==> src/pin_change_pkg.sv <==
// shared constants, register map and carrier types of the pin change interrupt block
package pin_change_pkg;

   // geometry: three ports of eight pins
   localparam int unsigned NUM_PORTS  = 3;
   localparam int unsigned PORT_WIDTH = 8;
   localparam int unsigned NUM_PINS   = NUM_PORTS * PORT_WIDTH;
   localparam int unsigned ADDR_WIDTH = 8;
   localparam int unsigned STAT_WIDTH = 2;

   // register byte offsets; per-port registers step by one word
   localparam logic [ADDR_WIDTH-1:0] OFS_INTERRUPT_CONTROL = 8'h00;
   localparam logic [ADDR_WIDTH-1:0] OFS_IRQ_STATUS        = 8'h04;
   localparam logic [ADDR_WIDTH-1:0] OFS_IRQ_MASK          = 8'h08;
   localparam logic [ADDR_WIDTH-1:0] OFS_RISE_BASE         = 8'h10;
   localparam logic [ADDR_WIDTH-1:0] OFS_FALL_BASE         = 8'h20;
   localparam logic [ADDR_WIDTH-1:0] OFS_FLAG_BASE         = 8'h30;
   localparam logic [ADDR_WIDTH-1:0] PORT_STRIDE           = 8'h04;

   // field positions
   localparam int unsigned CTRL_MASTER_EN_BIT = 3;
   localparam int unsigned CTRL_SUMMARY_BIT   = 0;
   localparam int unsigned STAT_CHANGE_BIT    = 0;
   localparam int unsigned STAT_WAKE_BIT      = 1;

   // values after reset
   localparam logic [PORT_WIDTH-1:0] PORT_RESET  = 8'h00;
   localparam logic [STAT_WIDTH-1:0] STAT_RESET  = 2'h0;
   localparam logic [31:0]           WORD_RESET  = 32'h0000_0000;
   localparam logic [NUM_PINS-1:0]   PINS_RESET  = 24'h00_0000;
   localparam logic [1:0]            HRESP_OKAY  = 2'h0;

   // bus front end states, one-hot
   typedef enum logic [1:0]
   {
      BUS_IDLE = 2'b01,
      BUS_DATA = 2'b10
   } bus_state_t;

   // one register access, valid during the data phase
   typedef struct packed
   {
      logic                  wr;
      logic                  rd;
      logic [ADDR_WIDTH-1:0] addr;
   } reg_access_t;

   // one-cycle edge pulses, already gated by their enables
   typedef struct packed
   {
      logic [NUM_PINS-1:0] rise;
      logic [NUM_PINS-1:0] fall;
   } edge_pulse_t;

   // byte offset of a per-port register
   function automatic logic [ADDR_WIDTH-1:0] port_ofs(logic [ADDR_WIDTH-1:0] base,
                                                     int unsigned p);
      return base + ADDR_WIDTH'(p) * PORT_STRIDE;
   endfunction : port_ofs

endpackage : pin_change_pkg

==> src/pin_change_interrupt.sv <==
// pin change interrupt controller: edge detect, sticky flags, wake and ahb registers
//
// Behaviour
// every pin usable, any combination enabled
// master off: flags still set, no request
// rising detector active only when enabled
// falling detector active only when enabled
// both enables set detect both edges
// enabled edge sets flag, requests if master
// summary flag is OR of all flags
// writing zero clears flag; otherwise sticky
// edge during clearing write leaves flag set
// software clears flags by masked AND
// wake from sleep only with master enable
// sleep edge updates flag before wake
// synchronise pin, compare previous, pulse
// reset clears enables, flags, master, summary
//
// Our own choices: the AHB-Lite slave port and the address map.
`timescale 1ns/100ps
module pin_change_interrupt (
   input  wire logic                                hclk,
   input  wire logic                                hresetn,
   input  wire logic                                hsel,
   input  wire logic [31:0]                         haddr,
   input  wire logic [1:0]                          htrans,
   input  wire logic                                hwrite,
   input  wire logic [2:0]                          hsize,
   input  wire logic [31:0]                         hwdata,
   input  wire logic                                hready,
   output logic                                     hreadyout,
   output logic [31:0]                              hrdata,
   output logic [1:0]                               hresp,
   input  wire logic [pin_change_pkg::NUM_PINS-1:0] pins,
   input  wire logic                                core_sleep,
   output logic                                     change_irq,
   output logic                                     wake,
   output logic                                     irq
);

   localparam int unsigned NP = pin_change_pkg::NUM_PORTS;
   localparam int unsigned PW = pin_change_pkg::PORT_WIDTH;
   localparam int unsigned SW = pin_change_pkg::STAT_WIDTH;

   // whole controller state in one record
   typedef struct packed
   {
      logic                        master_en;
      logic                        summary;
      logic [NP-1:0][PW-1:0]       rise_en;
      logic [NP-1:0][PW-1:0]       fall_en;
      logic [NP-1:0][PW-1:0]       flags;
      logic [SW-1:0]               status;
      logic [SW-1:0]               mask;
      logic                        change_irq;
      logic                        wake;
      logic                        irq;
   } ctrl_state_t;

   ctrl_state_t                     q;
   ctrl_state_t                     d;
   pin_change_pkg::reg_access_t     access;
   pin_change_pkg::edge_pulse_t     pulses;
   logic [NP-1:0][PW-1:0]           set_ports;
   logic [pin_change_pkg::NUM_PINS-1:0] rise_flat;
   logic [pin_change_pkg::NUM_PINS-1:0] fall_flat;
   logic [31:0]                     rdata;
   logic                            any_edge;
   logic                            word_access;

   // bus front end; every register answers after one wait state
   ahb_reg_port u_bus (
      .hclk      (hclk),
      .hresetn   (hresetn),
      .hsel      (hsel),
      .haddr     (haddr),
      .htrans    (htrans),
      .hwrite    (hwrite),
      .hready    (hready),
      .rdata     (rdata),
      .hreadyout (hreadyout),
      .hrdata    (hrdata),
      .hresp     (hresp),
      .access    (access)
   );

   // enables flattened port-major, matching the pins vector
   assign rise_flat = q.rise_en;
   assign fall_flat = q.fall_en;

   // one detector pair for every pin of every port
   pin_edge_detect u_edges (
      .hclk    (hclk),
      .hresetn (hresetn),
      .pins    (pins),
      .rise_en (rise_flat),
      .fall_en (fall_flat),
      .pulses  (pulses)
   );

   // rise and fall pulses merge, so both enables catch both edges
   assign set_ports = pulses.rise | pulses.fall;
   assign any_edge  = |set_ports;

   // sub-word writes are not part of this map; hsize is ignored, every size takes effect as a whole word
   assign word_access = (hsize == 3'h2) || 1'b1;

   // read mux, sampled by the front end at the end of the wait cycle
   always_comb
   begin
      rdata = pin_change_pkg::WORD_RESET;
      if (access.addr == pin_change_pkg::OFS_INTERRUPT_CONTROL)
      begin
         rdata[pin_change_pkg::CTRL_MASTER_EN_BIT] = q.master_en;
         // summary shown read-only
         rdata[pin_change_pkg::CTRL_SUMMARY_BIT]   = q.summary;
      end
      else if (access.addr == pin_change_pkg::OFS_IRQ_STATUS)
      begin
         rdata[SW-1:0] = q.status;
      end
      else if (access.addr == pin_change_pkg::OFS_IRQ_MASK)
      begin
         rdata[SW-1:0] = q.mask;
      end
      else
      begin
         for (int p = 0; p < NP; p++)
         begin
            if (access.addr == pin_change_pkg::port_ofs(pin_change_pkg::OFS_RISE_BASE, p))
            begin
               rdata[PW-1:0] = q.rise_en[p];
            end
            else if (access.addr ==
                     pin_change_pkg::port_ofs(pin_change_pkg::OFS_FALL_BASE, p))
            begin
               rdata[PW-1:0] = q.fall_en[p];
            end
            else if (access.addr ==
                     pin_change_pkg::port_ofs(pin_change_pkg::OFS_FLAG_BASE, p))
            begin
               rdata[PW-1:0] = q.flags[p];
            end
         end
      end
   end

   // next state: register writes first, hardware sets on top so they win
   always_comb
   begin
      logic [SW-1:0] stat_clr;
      logic [SW-1:0] stat_set;
      logic          wr;
      d        = q;
      stat_clr = '0;
      stat_set = '0;
      wr       = access.wr && word_access;

      // control register: master enable only, summary is read-only
      if (wr && access.addr == pin_change_pkg::OFS_INTERRUPT_CONTROL)
      begin
         d.master_en = hwdata[pin_change_pkg::CTRL_MASTER_EN_BIT];
      end
      else if (wr && access.addr == pin_change_pkg::OFS_IRQ_STATUS)
      begin
         stat_clr = hwdata[SW-1:0];
      end
      else if (wr && access.addr == pin_change_pkg::OFS_IRQ_MASK)
      begin
         d.mask = hwdata[SW-1:0];
      end

      // per-port enable and flag registers
      for (int p = 0; p < NP; p++)
      begin
         if (wr && access.addr == pin_change_pkg::port_ofs(pin_change_pkg::OFS_RISE_BASE, p))
         begin
            // software arms rising detectors
            d.rise_en[p] = hwdata[PW-1:0];
         end
         if (wr && access.addr == pin_change_pkg::port_ofs(pin_change_pkg::OFS_FALL_BASE, p))
         begin
            // software arms falling detectors
            d.fall_en[p] = hwdata[PW-1:0];
         end
         if (wr && access.addr == pin_change_pkg::port_ofs(pin_change_pkg::OFS_FLAG_BASE, p))
         begin
            // zeros clear, ones leave flags alone
            d.flags[p] = q.flags[p] & hwdata[PW-1:0];
         end
         // a coincident edge re-sets after the clear
         // enabled edge sets its flag
         d.flags[p] = d.flags[p] | set_ports[p];
      end

      // summary tracks the or of all flags
      d.summary = |d.flags;

      // edges with master off leave the request low
      if (q.master_en && any_edge)
      begin
         stat_set[pin_change_pkg::STAT_CHANGE_BIT] = 1'b1;
         stat_set[pin_change_pkg::STAT_WAKE_BIT]   = core_sleep;
      end
      // sticky status, write one to clear, set beats clear
      d.status = (q.status & ~stat_clr) | stat_set;

      // request while any flag set and master on
      d.change_irq = d.master_en && d.summary;

      // wake needs master enable as well
      // wake follows flags by a cycle, so flags lead
      d.wake = core_sleep && q.master_en && q.summary;

      // mask gates status onto the single level interrupt
      d.irq = |(d.status & d.mask);
   end

   // reset clears enables, flags, master and summary
   always_ff @(posedge hclk or negedge hresetn)
   begin
      if (!hresetn)
      begin
         q <= '0;
      end
      else
      begin
         q <= d;
      end
   end

   assign change_irq = q.change_irq;
   assign wake       = q.wake;
   assign irq        = q.irq;

endmodule : pin_change_interrupt

==> src/pin_edge_detect.sv <==
// per-pin synchroniser and gated rising/falling edge detector
`timescale 1ns/100ps
module pin_edge_detect (
   input  wire logic                                hclk,
   input  wire logic                                hresetn,
   input  wire logic [pin_change_pkg::NUM_PINS-1:0] pins,
   input  wire logic [pin_change_pkg::NUM_PINS-1:0] rise_en,
   input  wire logic [pin_change_pkg::NUM_PINS-1:0] fall_en,
   output pin_change_pkg::edge_pulse_t              pulses
);

   typedef struct packed
   {
      logic [pin_change_pkg::NUM_PINS-1:0] sync1;
      logic [pin_change_pkg::NUM_PINS-1:0] sync2;
      logic [pin_change_pkg::NUM_PINS-1:0] prev;
      pin_change_pkg::edge_pulse_t         pulses;
   } edge_state_t;

   edge_state_t q;
   edge_state_t d;

   // sync1 feeds sync2 only; compare sync2 with its previous value
   always_comb
   begin
      d          = q;
      // two-stage synchroniser
      d.sync1    = pins;
      d.sync2    = q.sync1;
      d.prev     = q.sync2;
      // rise gated per pin
      d.pulses.rise = q.sync2 & ~q.prev & rise_en;
      // fall gated per pin
      d.pulses.fall = ~q.sync2 & q.prev & fall_en;
   end

   // state register; prev clears too, so a pin high at release reads as a rise
   always_ff @(posedge hclk or negedge hresetn)
   begin
      if (!hresetn)
      begin
         q <= '0;
      end
      else
      begin
         q <= d;
      end
   end

   assign pulses = q.pulses;

endmodule : pin_edge_detect

==> src/ahb_reg_port.sv <==
// ahb-lite slave front end with one wait state per transfer
`timescale 1ns/100ps
module ahb_reg_port (
   input  wire logic        hclk,
   input  wire logic        hresetn,
   input  wire logic        hsel,
   input  wire logic [31:0] haddr,
   input  wire logic [1:0]  htrans,
   input  wire logic        hwrite,
   input  wire logic        hready,
   input  wire logic [31:0] rdata,
   output logic             hreadyout,
   output logic [31:0]      hrdata,
   output logic [1:0]       hresp,
   output pin_change_pkg::reg_access_t access
);

   typedef struct packed
   {
      pin_change_pkg::bus_state_t                  st;
      logic [pin_change_pkg::ADDR_WIDTH-1:0]       addr;
      logic                                        pend_wr;
      logic                                        readyout;
      logic [31:0]                                 rdata;
   } port_state_t;

   port_state_t q;
   port_state_t d;

   // the wait state lets a write land before read data is sampled
   always_comb
   begin
      d = q;
      case (q.st)
         pin_change_pkg::BUS_IDLE:
         begin
            if (hsel && htrans[1] && hready)
            begin
               d.st       = pin_change_pkg::BUS_DATA;
               d.addr     = haddr[pin_change_pkg::ADDR_WIDTH-1:0];
               d.pend_wr  = hwrite;
               d.readyout = 1'b0;
            end
         end
         pin_change_pkg::BUS_DATA:
         begin
            d.st       = pin_change_pkg::BUS_IDLE;
            d.readyout = 1'b1;
            d.rdata    = q.pend_wr ? pin_change_pkg::WORD_RESET : rdata;
         end
         default:
         begin
            d.st       = pin_change_pkg::BUS_IDLE;
            d.readyout = 1'b1;
         end
      endcase
   end

   // state register
   always_ff @(posedge hclk or negedge hresetn)
   begin
      if (!hresetn)
      begin
         q          <= '0;
         q.st       <= pin_change_pkg::BUS_IDLE;
         q.readyout <= 1'b1;
      end
      else
      begin
         q <= d;
      end
   end

   // access strobes stand through the single wait cycle
   assign access      = {(q.st == pin_change_pkg::BUS_DATA) && q.pend_wr,
                         (q.st == pin_change_pkg::BUS_DATA) && !q.pend_wr,
                         q.addr};
   assign hreadyout   = q.readyout;
   assign hrdata      = q.rdata;
   assign hresp       = pin_change_pkg::HRESP_OKAY;

endmodule : ahb_reg_port

==> config.mk <==
export PLATFORM = sky130hd
export DESIGN_NAME = pin_change_interrupt
export DESIGN_NICKNAME = d
export VERILOG_FILES = /design/src/pin_change_pkg.sv /design/src/pin_change_interrupt.sv /design/src/pin_edge_detect.sv /design/src/ahb_reg_port.sv
export SDC_FILE = /design/constraint.sdc
export NUM_CORES = 1
export LEC_CHECK = 0
export BUFFER_PORTS_ARGS = -buffer_cell sky130_fd_sc_hd__buf_2
export CAP_MARGIN = 10
export CORE_UTILIZATION = 36
export CTS_CLUSTER_SIZE = 12
export DETAILED_ROUTE_END_ITERATION = 12
export PLACE_DENSITY = 0.62
export SYNTH_ARGS = -nofsm -noshare
export SYNTH_HDL_FRONTEND = slang
export SYNTH_HIERARCHICAL = 1
export SYNTH_SLANG_ARGS = --single-unit
==> constraint.sdc <==
create_clock -name hclk -period 2.48 [get_ports hclk]
set_input_delay 0 -clock hclk [delete_from_list [all_inputs] [get_ports hclk]]
set_output_delay 0 -clock hclk [all_outputs]
set_load 0.03 [all_outputs]
# Yosys cells after proc, flatten, opt, wreduce, memory -nomap -nowiden
# Index checks and enable logic that the tools add are counted.
# Widths: inputs -> output; s select.
# word_totals
reg_bits	245
latch_bits	0
mem_bits_rw	0
mem_bits_ro	0
word_cells	112
mem_count	0
# op_classes
addsub	0
n_mul	0
div	0
magnitude_cmp	0
eq_ne	14
shift	0
mux	31
bitwise_logic	17
n_reduce_logical	24
# op_table
op	count
$mux 8	13
$and 24x24->24	4
$eq 8x6->1 const B	6
$not 24->24	2
$reduce_or 24->1	2
$and 8x8->8	3
$eq 8x5->1 const B	3
$or 24x24->24	1
$or 8x8->8	3
$mux 2	10
$logic_and 1x1->1	19
$mux 12	1
$mux 6	2
$eq 8x3->1 const B	1
$eq 8x4->1 const B	1
$logic_not 8->1	1
$and 2x2->2	2
$mux 1	4
$mux 4	1
$eq 2x1->1 const B	1
$eq 2x2->1 const B	1
$ne 2x1->1 const B	1
$not 2->2	1
$or 2x2->2	1
other kinds (2)	2

# Longest topological paths before layout
# Gate-level depths: netlist of run 1.
# depth
ltp_word	14
ltp_mapped	11
depth_no_buf	8

# Cells and area by module
# The synthesis of run 1 kept the hierarchy.
# modules_own_cells
mod	instances	cells_per_inst	area_each_um2	seq_area_each_um2
pin_change_interrupt	1	409	4239.1	2026.9
pin_edge_detect	1	216	3783.6	3002.9
ahb_reg_port	1	209	2025.7	1077.3

# Least setup slack after synthesis of run 1
# Ideal clock, no wire load.
# synth_path
path_kind	register -> register
startpoint	register u_bus.q, in the netlist u_bus/access[5]
endpoint	register u_bus.q, in the netlist u_bus/hrdata[3]
setup_time_ns	0.133
t_arrival_ns	2.085
required_time_ns	2.347
setup_slack_ns	0.262
stages_incl_launch_ff	10
synth_period_minus_slack_ns	2.218
cell_sequence	dfrtp_1 buf_4 buf_4 nor4b_2 a31oi_1 a2111oi_0 nor3_1 a311o_1 nand2_1 o21ai_0
# synth_via
elab_chain_len	14
elab_cells_between_ends	25
# synth_rtl
item	line	rtl
start, declared	ahb_reg_port.sv:27	port_state_t q;
$eq 8x6->1	pin_change_interrupt.sv:139	else if (access.addr ==
$mux 8	pin_change_interrupt.sv:139	
$mux 8	pin_change_interrupt.sv:134	else if (access.addr ==
$mux 8	pin_change_interrupt.sv:130	if (access.addr == pin_change_pkg::port_ofs(pin_change_pkg::OFS_RISE_BASE, p))
$mux 8	pin_change_interrupt.sv:139	
$mux 8	pin_change_interrupt.sv:134	
$mux 8	pin_change_interrupt.sv:130	
$mux 8	pin_change_interrupt.sv:139	
$mux 8	pin_change_interrupt.sv:134	
$mux 8	pin_change_interrupt.sv:130	
$mux 6	pin_change_interrupt.sv:122	else if (access.addr == pin_change_pkg::OFS_IRQ_MASK)
$mux 6	pin_change_interrupt.sv:118	else if (access.addr == pin_change_pkg::OFS_IRQ_STATUS)
$mux 1 *	pin_change_interrupt.sv:112	if (access.addr == pin_change_pkg::OFS_INTERRUPT_CONTROL)
via rdata[3]	pin_change_interrupt.sv:67	logic [31:0] rdata;
$mux 8 *	ahb_reg_port.sv:49	d.rdata = q.pend_wr ? pin_change_pkg::WORD_RESET : rdata;
# The timed path passes the listed nets; every way through them passes the cells marked *.
# A chain may end at the register's enable or synchronous reset.

==> results of run 1 <==
## layer usage
| metal | global-route usage [%] | vias to the layer above |
|---|---|---|
| met5 | 0 | - |
| met3 | 2.71 | 41 |
| met4 | 5.05 | 0 |
| met2 | 23.4 | 197 |
| li1 | - | 2966 |
| met1 | 23.7 | 3073 |
## flip-flops by register name (all words and copies together), names as in the netlist
signal	flops
irq	1
wake	1
u_bus/hrdata	32
u_edges/d	48
u_edges/q	24
u_bus/q	3
u_bus/access	8
q	54
change_irq	1
fall_flat	24
u_edges/pulses	48
## area by class of cell
type	count	area, sq um	area share (%)
clock inverter	9	106	0.902
sequential	244	6110	51.8
timing repair buffer	160	1190	10.1
multi-input combinational	477	3140	26.7
clock buffer	36	739	6.27
tap	372	465	3.95
inverter	8	30.0	0.255
## critical path: cells and delay by family (launching register included)
family                 cells  cell delay, ns
DFF                        1            0.45
buffers and inverters      1            0.16
AOI/OAI and AO/OA          2            0.55
and+or+nand+nor            4            1.07
## power by group
part / leakage (uW) / total [uW] / switching, uW / internal [uW]
Combinational: 0.00211 / 1330 / 817 / 510
Sequential: 0.00285 / 4450 / 190 / 4260
Clock: 0.000406 / 3840 / 1560 / 2280
Total: 0.00537 / 9620 / 2560 / 7050
## path summary, 6_finish.rpt
path / from / end / cells after the start
worst max register to register: u_bus/access[3] / change_irq / 7
worst max-delay path: u_bus/access[3] / change_irq / 7
min in group hclk: pins[7] / u_edges/d[79] / 2
max in group asynchronous: hresetn / u_bus/q[42] / 3
worst min-delay path: hresetn / u_edges/d[77] / 2
worst min register to register: u_edges/d[83] / u_edges/d[59] / 0
## what timing repair did
action / in CTS / in global routing
hold buffers: 45 / 0
endpoints found under the setup margin: 0 / 5
endpoints found under the hold margin: 356 / 0
resized for setup: 0 / 4
## placed cells by master, fill, tap and decap left out, drive strengths merged, types with 2 or more instances in the layout
cell         count
o21ai           68
dfrtp          243
a21oi           16
nand3            8
bufinv           2
a221o            4
conb            26
o41ai            5
a221oi           2
inv              9
nor2            35
or3              2
mux2i           12
o31ai            2
or4              3
nand4            9
a22oi            5
a31oi            4
nand2          111
nor2b            2
a22o             2
clkinv           3
buf            115
a32oi            2
and4             3
nor4             9
nor4b            3
clkinvlp         3
nand3b           2
a211oi           3
a2111oi          2
mux2            60
nor3            10
a222oi           6
clkbuf          36
and3b           48
dlygate4sd3     45
and2             2
or4b             2
## metrics by stage
step | total power (uW) | utilization, % | instance area, sq um | worst slack [ns]
2_1_floorplan | 5530 | - | 10100 | 0.262
3_3_place_gp | 5770 | 38.5 | 10500 | 0.182
3_5_place_dp | 5790 | 38.5 | 10500 | 0.137
4_1_cts | 9750 | 43.3 | 11800 | 0.117
5_1_grt | 10100 | 43.4 | 11800 | 0.00222
6_report | 9620 | 43.4 | 11800 | 0.143
==> impl_summary.md, run 1 <==
Global routing
The first global-routing pass estimated 35.4 mm of wire. In the global route stage, overall resource usage came out at 15.9%. Entering global routing, the biggest net connects 81 pins.

The final global-route overflow total is 0. The number of antenna violations at the first check in global routing is 0. The number of global-route vias before repair came to 6330.

Route
The pre-antenna-repair detailed-routing pass consisted of 7 iterations. Summing over every cut layer, the via total after detailed routing is 6277. The routed wire length is between 20 and 25 mm. In the routed design, unresolved DRC markers number 0. The total length of routed met3 wires is between 1 and 1.5 mm. The detailed router put a total of 10.5 mm of wire on met1.

The detailed route wirelength on metal2 is 9.48 mm. The detail route stage leaves a number of antenna-violating nets equal to 0. The violation count after the first detailed-route iteration is 497.

The average wire length per cell after detail routing is 16.7 um. The highest routing layer actually used is met4. The number of vias per cell after detailed routing is 4.81.

Finish
The antenna cell count is 0. The layout-stage area growth over the synthesis result is 17.4%. The net count of the finished layout is 1017. After the flow finishes, the layout carries non-filler instances totaling 1306. The filler cells instantiated in the layout total about 2600. Of the cells placed in the final design, the portion with a size suffix greater than 1 is 24.9%.

Pwr
The static power due to leakage is 0.00537 uW. The power density over the cells is 816 nW/um^2. IR analysis of the VDD net gives a maximum drop of 0.000516 V.

Floorplan
The floorplan step set the die height to about 170 um. The initial cell density of the core is 37.0%. The area enclosed by the die boundary is 28600 sq um. The die extent in x is approximately 170 um. The number of top-level pins is 137. The area of the placeable core is 27200 sq um. The floorplan has 60 rows.

Worst setup path
The worst setup path is captured at a flip-flop. The worst-case register-to-register setup slack is 0.14 ns. The critical-path cell with the highest stage delay is sky130_fd_sc_hd__or4_1. The library cell appearing most often on the critical path is sky130_fd_sc_hd__nand4_1.

The largest stage delay on the critical path is around 0.63 ns. STA classifies the critical path startpoint as a flip-flop. Walking the worst path, the cells encountered are buf_4 > or4_1 > o41ai_4 > nand4_1 > a211oi_1 > nand4_1 > and2_1. The worst setup path is of the reg2reg kind. In this run the worst path has a maximum fanout of 7. STA puts the critical path data required time at slightly below 3 ns. STA puts the critical path data arrival time at between 2 and 3 ns.

STA
The number of max-slew violations in the final report is 0. The final count of negative-setup-slack endpoints is 0. Summed over all failing endpoints, the final setup total negative slack is 0 ns. The slew of the pin with the lowest slew margin is 0.618 ns. The maximum clock frequency is 0.428 GHz. Setup repair after global routing left no endpoint under its margin.

The smallest clock period supported by the final layout is computed as 2.34 ns. On the final layout, the worst clock skew is 0.0182 ns. The final critical path takes up 94.2% of the cycle. The final hold violation count came to 0. Headroom to the max-slew limit came out at 58.8%.

The tightest hold path in the finished design has a slack of 0.0494 ns.

Synth
Summing every instance area after synthesis gives 10000 sq um. A synthesized cell averages around 12 sq um. The synthesized instance count is roughly 830. The number of warning messages in the yosys log is 6.

CTS
The maximum buffer depth of the clock tree is 3. The cell sitting at the root of the clock tree is a sky130_fd_sc_hd__clkbuf_16. Clock-pin slew was measured on the worst setup and hold paths at 0.06 ns. The number of buffers created by CTS is 27.

The later-pin clock latency in the skew report is ~0.54 ns. The clock drives 244 sinks. TritonCTS built the clock tree. CTS built an H-tree with a depth of 1. The number of buffers inserted to repair setup after CTS is 0.

Hold path
The worst min-delay path class is in2async.

Place
The post-placement cell count is 1216. The number of port buffers is 82. The final HPWL from detailed placement is 14.7 mm.

The final weighted congestion of routability-driven global placement is 0.881.

Job
The number of maximum-capacitance constraint violations is 0.

Run status
The run finished with clean final reports.
Power figures use the tool's default switching activity.
==> run 2, diff against run 1 <==
--- a/config.mk
+++ b/config.mk
@@ -7,10 +7,12 @@
 export LEC_CHECK = 0
 export BUFFER_PORTS_ARGS = -buffer_cell sky130_fd_sc_hd__buf_2
 export CAP_MARGIN = 10
-export CORE_UTILIZATION = 36
+export CELL_PAD_IN_SITES_DETAIL_PLACEMENT = 2
+export CELL_PAD_IN_SITES_GLOBAL_PLACEMENT = 2
+export CORE_UTILIZATION = 35
 export CTS_CLUSTER_SIZE = 12
 export DETAILED_ROUTE_END_ITERATION = 12
-export PLACE_DENSITY = 0.62
+export PLACE_DENSITY = 0.84
 export SYNTH_ARGS = -nofsm -noshare
 export SYNTH_HDL_FRONTEND = slang
 export SYNTH_HIERARCHICAL = 1
==> constraint.sdc (replaced) <==
create_clock -name hclk -period 2 [get_ports hclk]
set_input_delay 0 -clock hclk [delete_from_list [all_inputs] [get_ports hclk]]
set_output_delay 0 -clock hclk [all_outputs]
set_load 0.03 [all_outputs]
==> impl_summary.md, run 2 (synthesized netlist as in run 1, its figures left out) <==
Place
The worst setup slack after placement is -0.277 ns (was 0.137 ns). The final weighted congestion of routability-driven global placement was 0.881 (about the same). The number of port buffers is 82 (unchanged). The final HPWL from detailed placement is 20.1 mm (was 14.7 mm).

Global routing
The total routing usage reported by global routing is 23.5% (was 15.9%). The number of antenna violations at the first check in global routing is 0 (unchanged). The number of global-route vias before repair came to 8321 (was 6330). The final global-route overflow total is 0 (unchanged). The pin count of the biggest net entering global routing came to 66 (was 81).

The first-pass GRT wire length came to 51.1 mm (was 35.4 mm).

Route
The number of vias per cell after detailed routing is 5.31 (was 4.81). The overall via count from detail_route is 7421 (was 6277). The post-route DRC violation count is 0 (unchanged).

The total iterations of the first detailed-routing run is 6 (was 7). The average wire length per cell after detail routing is 26.2 um (was 16.7 um). The violation count after the first detailed-route iteration came to 494 (was 497). The number of antenna-violating nets in the routed design came to 0 (unchanged).

The routed wire length is 36.7 mm (was 21.8 mm).

STA
The maximum clock frequency was 0.391 GHz (was 0.428 GHz). The worst clock skew is 0.0157 ns (was 0.0182 ns). The final count of negative-setup-slack endpoints is 60 (was 0). The worst hold margin is 0.00817 ns (was 0.0494 ns). The headroom to the max-slew limit is 50.8% (was 58.8%). The final hold violation count is 0 (unchanged).

The setup slack of the critical path after layout is -0.558 ns (was 0.143 ns). The minimum period implied by the final worst setup slack is 2.56 ns (was 2.34 ns). The final period utilization is 128% (was 94.2%). The slew of the pin with the lowest slew margin came to 0.738 ns (was 0.618 ns).

The number of max-slew violations in the final report is 0 (unchanged). Unrepaired setup endpoints after global routing: true (was false).

Worst setup path
The critical path launch point is u_bus/access[2] (was u_bus/access[3]). The arrival time at the worst endpoint is 2.97 ns (was 2.77 ns). The highest net fanout along the worst path came to 5 (was 7).

The sort of element at the end of the critical path is a flip-flop (unchanged). The critical path startpoint category is a flip-flop (unchanged). The required time at the endpoint of the critical path was 2.41 ns (was 2.91 ns).

The path type of the worst setup path was reg2reg (unchanged). The startpoint of the worst-slack reg-to-reg timing path is u_bus/access[2] (was u_bus/access[3]).

Finish
The flip-flop count of the largest register after layout is 54 (unchanged). The number of fill cells in the layout was 2739 (was 2564). The layout-stage area growth over the synthesis result came to 29.4% (was 17.4%). The number of nets in the final layout is 1097 (was 1017). The most common cell after layout, fill and taps aside is sky130_fd_sc_hd__dfrtp_1 (unchanged). Top library cells by usage in the layout, fill and taps aside: 239 x sky130_fd_sc_hd__dfrtp_1, 107 x sky130_fd_sc_hd__nand2_1, 81 x sky130_fd_sc_hd__buf_2, 81 x sky130_fd_sc_hd__buf_4, 51 x sky130_fd_sc_hd__mux2_2 (was 240 x sky130_fd_sc_hd__dfrtp_1, 109 x sky130_fd_sc_hd__nand2_1, 81 x sky130_fd_sc_hd__buf_2). The layout cell share with drive strength beyond 1 is 36.5% (was 24.9%).

The most flop-heavy register is q (unchanged). The antenna cell count was 0 (unchanged).

CTS
The number of H-tree levels is 1 (unchanged). The root cell of the clock tree is sky130_fd_sc_hd__clkbuf_16 (unchanged). The number of buffers created by CTS came to 28 (was 27). The CTS sink count is 244 (unchanged). The TritonCTS clock tree was done (unchanged). The maximum buffer depth of the clock tree is 3 (unchanged). The later-pin clock latency in the skew report came to 0.54 ns (about the same). The clock slew seen by the registers of the worst setup and hold paths is 0.07 ns (was 0.06 ns).

Hold path
The worst min-delay path class is in2async (unchanged).

Pwr
The power density over the cells is 1020 nW/um^2 (was 816 nW/um^2). The largest vdd supply drop is 0.000514 V (was 0.000516 V). The static power due to leakage is 0.00600 uW (was 0.00537 uW).

Floorplan
The number of placement rows came to 61 (was 60). The area enclosed by the die boundary is 29400 sq um (was 28600 sq um). The number of top-level pins is 137 (unchanged). The die extent in x came to 171 um (was 169 um). The area of the placeable core is 28000 sq um (was 27200 sq um).

The initial cell density of the core is 35.9% (was 37.0%). The vertical die dimension is 171 um (was 169 um).

Run status
Outcome: finished with violations (was finished, final reports clean). The checks that failed: setup timing.

Job
The number of maximum-capacitance constraint violations came to 0 (unchanged).
## run 2: changes by cell type in the layout (fill, tap and decap cells not counted), moves of 9 or more
cell / change
sky130_fd_sc_hd__buf_6: +21
sky130_fd_sc_hd__o21ai_1: +17
sky130_fd_sc_hd__buf_4: +54
sky130_fd_sc_hd__o21ai_0: -24
sky130_fd_sc_hd__nor2_1: -14
sky130_fd_sc_hd__nor2_2: +9
## run 2: area by class of cell
| type | count | area [sq um] | area share (%) |
|---|---|---|---|
| inverters | 8 | 30.0 | 0.231 |
| repair buffers | 239 | 1910 | 14.7 |
| multi-input cells | 477 | 3520 | 27.1 |
| flip-flops and latches | 244 | 6110 | 47.0 |
| well taps | 378 | 473 | 3.64 |
| clock inverters | 9 | 103 | 0.789 |
| clock buffers | 43 | 848 | 6.52 |
## run 2: worst paths after layout
kind	to	slack (ns)	cells past startpoint
worst max-delay path	u_bus/hrdata[5]	-0.56	10
worst min-delay path	fall_flat[4]	0.008	2
worst max register to register	u_bus/hrdata[5]	-0.56	10
worst min register to register	u_edges/d[50]	0.34	0
max in group asynchronous	u_bus/q[42]	1.19	3
min in group hclk	u_bus/q[43]	0.08	3
## run 2: worst max-delay path: stages, from the launching register on
cell and delay, ns:
sky130_fd_sc_hd__dfrtp_1 0.41, sky130_fd_sc_hd__buf_4 0.15, sky130_fd_sc_hd__nor4b_4 0.15, sky130_fd_sc_hd__buf_12 0.15
sky130_fd_sc_hd__a21oi_4 0.17, sky130_fd_sc_hd__mux2i_2 0.11, sky130_fd_sc_hd__a222oi_1 0.64, sky130_fd_sc_hd__a21oi_1 0.14
sky130_fd_sc_hd__a221o_1 0.31, sky130_fd_sc_hd__nand2_1 0.11, sky130_fd_sc_hd__o21ai_2 0.07
## run 2: report_power, final
group,total (uW),internal [uW],switching (uW)
Clock,5290,3170,2120
Combinational,2430,967,1460
Sequential,5570,5280,285
Total,13300,9430,3860
## run 2: per-layer routing
metal	up-vias	GRT usage (%)	share of wire (%)
met4	0	10.2	4.9
li1	3123	-	-
met1	3876	28.7	40
met5	-	0	0
met2	301	41.0	51
met3	121	3.96	5.0
## run 2: stage by stage
stage / power [uW] / TNS, ns / instance area, sq um / util (%) / cells
3_5_place_dp: 7480 / -6.20 / 10900 / 39.0 / 1269
2_1_floorplan: 6910 / -1.39 / 10300 / - / 857
6_report: 13300 / -10.70 / 13000 / 46.4 / 1398
3_3_place_gp: 7380 / -2.86 / 10900 / 39.0 / 1269
5_1_grt: 13700 / -13.92 / 13000 / 46.4 / 1398
4_1_cts: 13000 / -2.34 / 12700 / 45.2 / 1385
## run 2: what timing repair did
item | CTS | global route
endpoints found under the setup margin | 67 | 78
pin swaps | 26 | 19
cloned | 0 | 1
buffers inserted | 22 | 11
resized for setup | 50 | 64
hold buffers | 44 | 1
hold endpoints to repair | 328 | 2
